[src/design/quad_timer_pkg.sv]
`default_nettype none
package quad_timer_pkg;
  // Structure
  localparam int NUM_TIMERS = 4;
  localparam int CNT_W = 8;
  localparam int ADR_W = 8;
  localparam int DAT_W = 32;

  // Register byte addresses
  localparam logic [7:0] ADDR_CTRL = 8'h00;
  localparam logic [7:0] ADDR_RUN = 8'h04;
  localparam logic [7:0] ADDR_PRESET = 8'h08;
  localparam logic [7:0] ADDR_DIVSEL = 8'h0c;
  localparam logic [7:0] ADDR_RELOAD0 = 8'h10;
  localparam logic [7:0] ADDR_COUNT0 = 8'h20;
  localparam logic [7:0] ADDR_FLAG = 8'h30;
  localparam logic [7:0] ADDR_ENABLE = 8'h34;
  localparam logic [7:0] ADDR_STEP = 8'h04;

  // Control register fields
  localparam int CTRL_PAIR01_BIT = 0;
  localparam int CTRL_PAIR23_BIT = 1;
  localparam int CTRL_EVENT_BIT = 2;
  localparam int CTRL_OUT_EN_BIT = 3;
  localparam int CTRL_CHSEL_LSB = 4;
  localparam int CTRL_W = 6;
  localparam logic [5:0] CTRL_WMASK = 6'h3f;

  // Reset values
  localparam logic [5:0] CTRL_RST = 6'h00;
  localparam logic [7:0] RELOAD_RST = 8'h00;
  localparam logic [7:0] DIVSEL_RST = 8'h00;
  localparam logic [3:0] RUN_RST = 4'h0;
  localparam logic [3:0] FLAG_RST = 4'h0;
  localparam logic [3:0] ENABLE_RST = 4'h0;
  localparam logic [7:0] PRE_RST = 8'h00;

  // Prescaler masks: tick when masked bits are all ones
  localparam logic [7:0] PRE_MASK_4 = 8'h03;
  localparam logic [7:0] PRE_MASK_32 = 8'h1f;
  localparam logic [7:0] PRE_MASK_256 = 8'hff;

  // Count clock selection, encoding as the 2-bit field
  typedef enum logic [1:0] {
    DIV_1,
    DIV_4,
    DIV_32,
    DIV_256
  } clock_divide_sel_t;
endpackage
`default_nettype wire

[src/design/timer_chan_if.sv]
`default_nettype none
// One timer channel: control side drives tick, run, load, reload
interface timer_chan_if #(parameter int W = 8);
  logic tick;
  logic run;
  logic load;
  logic [W-1:0] reload;
  logic [W-1:0] count;
  logic underflow;
  modport ctrl (output tick, run, load, reload, input count, underflow);
  modport chan (input tick, run, load, reload, output count, underflow);
endinterface
`default_nettype wire

[src/design/quad_reload_down_timer.sv]
`default_nettype none
// Operation
// - Four timers, each 8-bit presettable down counter
// - Two width bits join pairs into 16 bits
// - 8-bit mode: each timer controlled independently
// - 16-bit: low underflow clocks high timer
// - 16-bit pair governed by low timer controls
// - Clock select: 1, /4, /32, /256
// - Timer 0 may count event input pin
// - Reload registers read/write, cleared at reset
// - 16-bit reload: low timer low byte
// - Preset write copies reload into counter
// - 16-bit preset loads both; high preset ignored
// - Underflow reloads counter and keeps counting
// - Underflow requests interrupt and feeds clock out
// - Run 1 counts, run 0 gates clock
// - Start/stop never alters counter contents
// - 16-bit: low run bit; high run ignored
// - Divided clock routable to output pin
// - 16-bit: only high underflow raises interrupt
// - Underflow sets flag regardless of mask
// - Clock out toggles on selected underflow
module quad_reload_down_timer
  import quad_timer_pkg::*;
(
  input wire logic clk_i,
  input wire logic rst_i,
  input wire logic ce_i,
  input wire logic wb_cyc_i,
  input wire logic wb_stb_i,
  input wire logic wb_we_i,
  input wire logic [ADR_W-1:0] wb_adr_i,
  input wire logic [3:0] wb_sel_i,
  input wire logic [DAT_W-1:0] wb_dat_i,
  output logic [DAT_W-1:0] wb_dat_o,
  output logic wb_ack_o,
  input wire logic event_input_pin_i,
  output logic clock_out_pin_o,
  output logic [NUM_TIMERS-1:0] underflow_irq_o
);
  // Registers
  logic ack_r;
  logic [DAT_W-1:0] rdata_r;
  logic [DAT_W-1:0] rdata_nxt;
  logic [CTRL_W-1:0] ctrl_r;
  logic [NUM_TIMERS-1:0] run_control_r;
  logic [NUM_TIMERS-1:0] run_nxt;
  logic [7:0] clock_divide_sel_r;
  logic [CNT_W-1:0] reload_value_r [NUM_TIMERS];
  logic [NUM_TIMERS-1:0] underflow_irq_flag_r;
  logic [NUM_TIMERS-1:0] flag_nxt;
  logic [NUM_TIMERS-1:0] underflow_irq_enable_r;
  logic [7:0] pre_r;
  logic ev_s1_r;
  logic ev_s2_r;
  logic ev_s3_r;
  logic divided_clock_out_r;
  logic pin_r;

  // Decoded wires
  logic acc_w;
  logic wr_w;
  logic wr_ctrl_w;
  logic wr_run_w;
  logic wr_preset_w;
  logic wr_divsel_w;
  logic wr_flag_w;
  logic wr_enable_w;
  logic [NUM_TIMERS-1:0] wr_reload_w;
  logic [NUM_TIMERS-1:0] preset_strobe_w;
  logic [NUM_TIMERS-1:0] clear_w;
  logic [NUM_TIMERS-1:0] irq_set_w;
  logic [NUM_TIMERS-1:0] run_wmask_w;
  logic [NUM_TIMERS-1:0] tick_w;
  logic [NUM_TIMERS-1:0] run_eff_w;
  logic [NUM_TIMERS-1:0] load_w;
  logic [NUM_TIMERS-1:0] uf_w;
  logic [NUM_TIMERS-1:0] div_tick_w;
  logic [CNT_W-1:0] count_w [NUM_TIMERS];
  logic pair01_width_sel;
  logic pair23_width_sel;
  logic event_mode_w;
  logic out_en_w;
  logic [1:0] chsel_w;
  logic ev_edge_w;
  logic sel_uf_w;

  // Address match against one register
  function automatic logic hit(input logic [ADR_W-1:0] adr,
                               input logic [ADR_W-1:0] base);
    hit = (adr == base);
  endfunction

  // Count clock enable for one divide setting
  function automatic logic div_tick(input logic [1:0] sel,
                                    input logic [7:0] pre);
    logic [7:0] mask;
    mask = 8'h00;
    case (clock_divide_sel_t'(sel))
      DIV_4: mask = PRE_MASK_4;
      DIV_32: mask = PRE_MASK_32;
      DIV_256: mask = PRE_MASK_256;
      default: mask = 8'h00;
    endcase
    div_tick = ((pre & mask) == mask);
  endfunction

  // Control fields
  assign pair01_width_sel = ctrl_r[CTRL_PAIR01_BIT];
  assign pair23_width_sel = ctrl_r[CTRL_PAIR23_BIT];
  assign event_mode_w = ctrl_r[CTRL_EVENT_BIT];
  assign out_en_w = ctrl_r[CTRL_OUT_EN_BIT];
  assign chsel_w = ctrl_r[CTRL_CHSEL_LSB +: 2];

  // Bus decode; a write lands on the edge where ack is seen
  assign acc_w = wb_cyc_i & wb_stb_i;
  assign wr_w = acc_w & wb_we_i & ack_r & wb_sel_i[0];
  assign wr_ctrl_w = wr_w & hit(wb_adr_i, ADDR_CTRL);
  assign wr_run_w = wr_w & hit(wb_adr_i, ADDR_RUN);
  assign wr_preset_w = wr_w & hit(wb_adr_i, ADDR_PRESET);
  assign wr_divsel_w = wr_w & hit(wb_adr_i, ADDR_DIVSEL);
  assign wr_flag_w = wr_w & hit(wb_adr_i, ADDR_FLAG);
  assign wr_enable_w = wr_w & hit(wb_adr_i, ADDR_ENABLE);
  assign preset_strobe_w = wr_preset_w ? wb_dat_i[NUM_TIMERS-1:0] : '0;
  assign clear_w = wr_flag_w ? wb_dat_i[NUM_TIMERS-1:0] : '0;

  // High run bits of a joined pair are write protected
  assign run_wmask_w = ~{pair23_width_sel, 1'b0,
                         pair01_width_sel, 1'b0};
  assign run_nxt = (run_control_r & ~run_wmask_w) |
                   (wb_dat_i[NUM_TIMERS-1:0] & run_wmask_w);

  // Low timer of a joined pair raises no interrupt
  assign irq_set_w = uf_w & ~{1'b0, pair23_width_sel,
                              1'b0, pair01_width_sel};
  assign flag_nxt = (underflow_irq_flag_r & ~clear_w) | irq_set_w;
  assign underflow_irq_o = underflow_irq_flag_r &
                           underflow_irq_enable_r;

  // Event edge: falling edge of the synchronised pin
  assign ev_edge_w = ev_s3_r & ~ev_s2_r;
  assign sel_uf_w = uf_w[chsel_w];
  assign clock_out_pin_o = pin_r;
  assign wb_ack_o = ack_r;
  assign wb_dat_o = rdata_r;

  // Per-timer wiring of clock, run and preset
  genvar k;
  generate
    for (k = 0; k < NUM_TIMERS; k++) begin : g_ch
      timer_chan_if #(.W(CNT_W)) chan ();
      assign wr_reload_w[k] = wr_w &
        hit(wb_adr_i, ADDR_RELOAD0 + ADR_W'(k) * ADDR_STEP);
      assign div_tick_w[k] = div_tick(clock_divide_sel_r[2*k +: 2],
                                      pre_r);
      if (k == 0) begin : g_ev
        assign tick_w[k] = event_mode_w ? ev_edge_w
                                        : div_tick_w[k];
      end else if (k % 2 == 1) begin : g_hi
        logic joined;
        assign joined = (k == 1) ? pair01_width_sel : pair23_width_sel;
        assign tick_w[k] = joined ? uf_w[k-1] : div_tick_w[k];
        assign run_eff_w[k] = joined ? run_control_r[k-1]
                                     : run_control_r[k];
        assign load_w[k] = joined ? preset_strobe_w[k-1]
                                  : preset_strobe_w[k];
      end else begin : g_lo
        assign tick_w[k] = div_tick_w[k];
      end
      if (k % 2 == 0) begin : g_even
        assign run_eff_w[k] = run_control_r[k];
        assign load_w[k] = preset_strobe_w[k];
      end
      assign chan.tick = tick_w[k];
      assign chan.run = run_eff_w[k];
      assign chan.load = load_w[k];
      assign chan.reload = reload_value_r[k];
      assign count_w[k] = chan.count;
      assign uf_w[k] = chan.underflow;
      reload_down_counter #(.W(CNT_W)) u_cnt (
        .clk_i(clk_i),
        .rst_i(rst_i),
        .ce_i(ce_i),
        .port(chan.chan)
      );
    end
  endgenerate

  // Read data selection
  always_comb begin
    rdata_nxt = '0;
    if (hit(wb_adr_i, ADDR_CTRL)) begin
      rdata_nxt[CTRL_W-1:0] = ctrl_r;
    end else if (hit(wb_adr_i, ADDR_RUN)) begin
      rdata_nxt[NUM_TIMERS-1:0] = run_control_r;
    end else if (hit(wb_adr_i, ADDR_DIVSEL)) begin
      rdata_nxt[7:0] = clock_divide_sel_r;
    end else if (hit(wb_adr_i, ADDR_FLAG)) begin
      rdata_nxt[NUM_TIMERS-1:0] = underflow_irq_flag_r;
    end else if (hit(wb_adr_i, ADDR_ENABLE)) begin
      rdata_nxt[NUM_TIMERS-1:0] = underflow_irq_enable_r;
    end else begin
      for (int i = 0; i < NUM_TIMERS; i++) begin
        if (hit(wb_adr_i, ADDR_RELOAD0 + ADR_W'(i) * ADDR_STEP)) begin
          rdata_nxt[CNT_W-1:0] = reload_value_r[i];
        end else if (hit(wb_adr_i,
                         ADDR_COUNT0 + ADR_W'(i) * ADDR_STEP)) begin
          rdata_nxt[CNT_W-1:0] = count_w[i];
        end
      end
    end
  end

  // Bus answer: ack one cycle after the request is seen
  always_ff @(posedge clk_i) begin
    if (rst_i) begin
      ack_r <= 1'b0;
      rdata_r <= '0;
    end else if (ce_i) begin
      ack_r <= acc_w & ~ack_r;
      rdata_r <= (acc_w & ~ack_r) ? rdata_nxt : rdata_r;
    end
  end

  // Control registers
  always_ff @(posedge clk_i) begin
    if (rst_i) begin
      ctrl_r <= CTRL_RST;
      run_control_r <= RUN_RST;
      clock_divide_sel_r <= DIVSEL_RST;
      underflow_irq_enable_r <= ENABLE_RST;
    end else if (ce_i) begin
      if (wr_ctrl_w) ctrl_r <= wb_dat_i[CTRL_W-1:0] & CTRL_WMASK;
      if (wr_run_w) run_control_r <= run_nxt;
      if (wr_divsel_w) clock_divide_sel_r <= wb_dat_i[7:0];
      if (wr_enable_w) begin
        underflow_irq_enable_r <= wb_dat_i[NUM_TIMERS-1:0];
      end
    end
  end

  // Reload values
  always_ff @(posedge clk_i) begin
    for (int i = 0; i < NUM_TIMERS; i++) begin
      if (rst_i) begin
        reload_value_r[i] <= RELOAD_RST;
      end else if (ce_i && wr_reload_w[i]) begin
        reload_value_r[i] <= wb_dat_i[CNT_W-1:0];
      end
    end
  end

  // Flags, prescaler and event pin synchroniser
  always_ff @(posedge clk_i) begin
    if (rst_i) begin
      underflow_irq_flag_r <= FLAG_RST;
      pre_r <= PRE_RST;
      ev_s1_r <= 1'b0;
      ev_s2_r <= 1'b0;
      ev_s3_r <= 1'b0;
    end else if (ce_i) begin
      underflow_irq_flag_r <= flag_nxt;
      pre_r <= pre_r + 8'h01;
      ev_s1_r <= event_input_pin_i;
      ev_s2_r <= ev_s1_r;
      ev_s3_r <= ev_s2_r;
    end
  end

  // Divided clock: toggle per selected underflow, pin high when off
  always_ff @(posedge clk_i) begin
    if (rst_i) begin
      divided_clock_out_r <= 1'b0;
      pin_r <= 1'b1;
    end else if (ce_i) begin
      divided_clock_out_r <= divided_clock_out_r ^ sel_uf_w;
      pin_r <= ~out_en_w | divided_clock_out_r;
    end
  end
endmodule
`default_nettype wire

[src/design/reload_down_counter.sv]
`default_nettype none
module reload_down_counter #(
  parameter int W = 8
) (
  input wire logic clk_i,
  input wire logic rst_i,
  input wire logic ce_i,
  timer_chan_if.chan port
);
  logic [W-1:0] count_r;
  logic [W-1:0] count_nxt;
  logic step_w;
  logic zero_w;

  // Counting only with run and a count clock; preset takes priority
  assign step_w = port.tick & port.run & ~port.load;
  assign zero_w = (count_r == '0);
  assign port.underflow = step_w & zero_w;
  assign port.count = count_r;

  // Next count: preset, reload on underflow, or decrement
  always_comb begin
    count_nxt = count_r;
    if (port.load) begin
      count_nxt = port.reload;
    end else if (step_w && zero_w) begin
      count_nxt = port.reload;
    end else if (step_w) begin
      count_nxt = count_r - W'(1);
    end
  end

  // Counter register
  always_ff @(posedge clk_i) begin
    if (rst_i) begin
      count_r <= '0;
    end else if (ce_i) begin
      count_r <= count_nxt;
    end
  end
endmodule
`default_nettype wire

[config.mk]
export PLATFORM = sky130hd
export DESIGN_NAME = quad_reload_down_timer
export DESIGN_NICKNAME = d
export VERILOG_FILES = /design/src/design/quad_timer_pkg.sv /design/src/design/timer_chan_if.sv /design/src/design/quad_reload_down_timer.sv /design/src/design/reload_down_counter.sv
export SDC_FILE = /design/constraint.sdc
export NUM_CORES = 1
export LEC_CHECK = 0
export BUFFER_PORTS_ARGS = -buffer_cell sky130_fd_sc_hd__buf_2
export CAP_MARGIN = 10
export CORE_ASPECT_RATIO = 0.75
export CORE_MARGIN = 1
export CORE_UTILIZATION = 50
export DETAILED_ROUTE_END_ITERATION = 8
export PLACE_DENSITY = 0.71
export SETUP_SLACK_MARGIN = 0.4
export SLEW_MARGIN = 15
export SYNTH_ARGS = -nofsm -noshare
export SYNTH_HDL_FRONTEND = slang
export SYNTH_SLANG_ARGS = --single-unit
[constraint.sdc]
create_clock -name clk_i -period 3.7 [get_ports clk_i]
set_input_delay 0.74 -clock clk_i [delete_from_list [all_inputs] [get_ports clk_i]]
set_output_delay 0.74 -clock clk_i [all_outputs]
set_load 0.05 [all_outputs]
==> results_dict.tcl <==
set metrics [dict create \
    status "finished, final reports clean" \
    r2r_cells 9 \
    rsz0062_at_grt "no" \
    r2r_setup_slack_ps 520 \
    gp_congestion 0.971 \
    dr.pass1.iters 5 \
    post-place-ws_ps 239 \
    drive_gt1_share_pct 12.9 \
    detail-route-antenna-nets 0 \
    crit_buf_inv 1 \
    nNetsFinal 848 \
    cts_made_buffers 9 \
    htree_levels 3 \
    worst_slew_pin_slew_ps 830 \
    fin_ws_ps 516 \
    rows 35 \
    grt_pass1_wl_mm 31.8 \
    yosysUniqueCellTypes 77 \
    fp.dieW_um 133 \
    fin_tns_setup_ps 0 \
    cap_violations 0 \
    period_share_pct 86.1 \
    async_flop_share_pct 0 \
    slew_headroom_pct 44.6 \
    cp_top_family "simple AND/OR/NAND/NOR gates" \
    syn_avg_cell_area_um2 8.48 \
    yosysMostFrequentCell "dfxtp_1" \
    syn_inst 761 \
    cp-start-kind "flip-flop" \
    synthTopCellsByArea "dfxtp_1, edfxtp_1, a21oi_1" \
    seqCellArea_mm2 0.00256 \
    rr_endpoint "divided_clock_out_r$_SDFFE_PP0P_" \
    syn2layout_area_growth_pct 9.17 \
    yosys.area.top_type "dfxtp_1" \
    hold_depth 2 \
    synth_warnings 0 \
    drc 0 \
    core_mm2 0.0124 \
    grt_overflow 0 \
    setup_viol 0 \
    crit_arrival_ps 3440 \
    cp_max_fo 4 \
    clock_latency_ps 360 \
    via_per_inst 6.48 \
    dpl_cell_area_mm2 0.00676 \
    hpwl_mm 14.7 \
    yosysSeqAreaShare_pct 39.7 \
    hold_viol_final 0 \
    hold_end "wb_dat_o[2]$_SDFFE_PP0P_" \
    vdd_drop_max_mv 0.238 \
    wire_per_inst_um 21.1 \
    fin_crit_ps 3180 \
    portBuffers 37 \
    leakage_nw 2.58 \
    fin_area_mm2 0.00705 \
    cts.hold.buffers_added 0 \
    hp-start "wb_dat_o[2]$_SDFFE_PP0P_" \
    crit_path_top_delay_cell "or3b_2" \
    slew_violations 0 \
    worstReg2RegStart "g_ch[0].u_cnt.port.count[0]$_SDFFE_PP0P_" \
    synth_top_area_share_pct 24.8 \
    syn_area_mm2 0.00645 \
    worstSetupPathType "reg -> reg" \
    power_w 0.00247 \
    path_cells "inv_1, ha_1, or3b_2, nor3_2, a21boi_0, and2_1, a221oi_1, a311oi_1, mux2_2" \
    crit_required_ps 3960 \
    multi_input_area_mm2 0.00355 \
    vias 6241 \
    cts_tree "yes" \
    yosys_most_used_dff "dfxtp_1" \
    die-area_mm2 0.0134 \
    clockBufferDepth 2 \
    slowest_delay_ps 520 \
    dieHeight_um 100 \
    max_freq_mhz 314 \
    grt_pass1_vias 5778 \
    worstSetupEndpointType "flip-flop" \
    routed_wirelength_mm 20.4 \
    antenna_found_initial 1 \
    synth-seq-cells 112 \
    clockRootBuffer "clkbuf_16" \
    drt-initial-drc-count 727 \
    grt_max_degree 69 \
    fillers 1142 \
    powerDensity_mw_per_mm2 351 \
    n_antenna_cell 0 \
    path_clk_slew_ps 80 \
    start_util_pct 51.9 \
    cts_sinks 112 \
    synth_common_cells "dfxtp_1, nor2_1, nand2_1, a21oi_1, o21ai_0" \
    hp-class "reg -> reg" \
    holdWs_ps 468 \
    grt_usage_pct 31.2 \
    io_pins 89 \
    finClkSkew_ps 6.83 \
    synth-edff-count 32 \
]
-- power by group --
part | switching (W) | internal, W
Combinational | 0.000163 | 0.0000428
Clock | 0.000504 | 0.000471
Sequential | 0.0000151 | 0.00128
-- cell type report --
type	instances	share of cell area [%]
inverter	25	1.33
clock inverter	6	0.710
clock buffer	10	3.25
sequential	112	36.4
multi-input combinational	587	50.5
timing repair buffer	57	4.94
tap	166	2.95
-- worst max path at each step --
stage / startpoint / endpoint / slack, ps / cells past startpoint
6_report: g_ch[0].u_cnt.port.count[0]$_SDFFE_PP0P_ / divided_clock_out_r$_SDFFE_PP0P_ / 520 / 9
5_1_grt: g_ch[2].u_cnt.port.count[0]$_SDFFE_PP0P_ / divided_clock_out_r$_SDFFE_PP0P_ / 430 / 9
4_1_cts: g_ch[0].u_cnt.port.count[0]$_SDFFE_PP0P_ / g_ch[1].u_cnt.port.count[2]$_SDFFE_PP0P_ / 440 / 9
3_5_place_dp: wb_adr_i[2] / g_ch[3].u_cnt.port.count[1]$_SDFFE_PP0P_ / 240 / 8
3_3_place_gp: wb_adr_i[2] / g_ch[3].u_cnt.port.count[1]$_SDFFE_PP0P_ / 350 / 8
2_1_floorplan: wb_adr_i[5] / g_ch[3].u_cnt.port.count[4]$_SDFFE_PP0P_ / 650 / 9
-- per-layer routing --
| metal | track usage, % | share of wire (%) |
|---|---|---|
| met1 | 41.5 | 42 |
| met2 | 48.0 | 43 |
| met3 | 9.39 | 12 |
| met4 | 10.7 | 2.5 |
| met5 | 2.96 | 0.25 |
-- placed cells by master, fill, tap and decap left out, types with 4 or more instances in the layout --
| cell | count |
|---|---|
| nor4_1 | 11 |
| o32ai_1 | 4 |
| o21a_1 | 6 |
| a21oi_1 | 65 |
| nor2b_1 | 6 |
| clkbuf_16 | 9 |
| a22oi_1 | 6 |
| or3_1 | 11 |
| and2_1 | 38 |
| nand3_1 | 21 |
| buf_2 | 37 |
| a31oi_1 | 8 |
| mux2i_1 | 26 |
| ha_1 | 5 |
| a221oi_1 | 11 |
| o221ai_1 | 5 |
| nor2_1 | 73 |
| a211oi_1 | 5 |
| a21o_1 | 5 |
| nand2_1 | 72 |
| conb_1 | 24 |
| buf_4 | 19 |
| nand4_1 | 4 |
| nor3_1 | 24 |
| o21ai_0 | 55 |
| nand2b_1 | 8 |
| dfxtp_1 | 80 |
| a311oi_1 | 5 |
| a221o_1 | 4 |
| inv_1 | 25 |
| edfxtp_1 | 32 |
| a2bb2oi_1 | 4 |
| o22ai_1 | 10 |
| xor2_1 | 5 |
-- flip-flops by register name, summed over array words and instances (netlist names), 2 cells and up, named ones only --
| signal | flops |
|---|---|
| reload_value_r | 32 |
| ctrl_r | 6 |
| run_control_r | 2 |
| underflow_irq_enable_r | 4 |
| g_ch.u_cnt.port.count | 32 |
| pre_r | 8 |
| underflow_irq_flag_r | 4 |
| clock_divide_sel_r | 8 |
| wb_dat_o | 8 |
-- worst reg2reg max path, delay by kind of cell, from the launching register on --
family | cells | cell delay [ps]
adders and majority gates | 1 | 190
buffers and inverters | 1 | 90
muxes | 1 | 390
AOI/OAI and AO/OA | 3 | 980
DFF | 1 | 350
and+or+nand+nor | 3 | 1080
-- through the flow --
stage | utilization [%] | std cells
6_report | 56.6 | 963
5_1_grt | 56.6 | 963
3_3_place_gp | 54.3 | 947
4_1_cts | 56.6 | 963
2_1_floorplan | - | 784
3_5_place_dp | 54.3 | 947
-- repair_timing --
item | 4_1_cts | 5_1_grt
hold endpoints to repair | 0 | 0
resized for setup | 0 | 2
endpoints found under the setup margin | 0 | 6
buffers inserted | 0 | 0
-- cells by family (layout without fill, tap and decap cells) --
group / after synthesis / after routing / share of synthesized area [%]
fa+ha+maj: 5 / 5 / 0.969
simple gates: 295 / 295 / 23.5
flops: 112 / 112 / 39.7
compound gates: 228 / 228 / 23.7
xor+xnor: 6 / 6 / 0.814
buf+inv: 85 / 98 / 6.69
mux: 29 / 29 / 4.56
other cells: 1 / 24 / 0.0581
(Power assumes the default switching activity.)
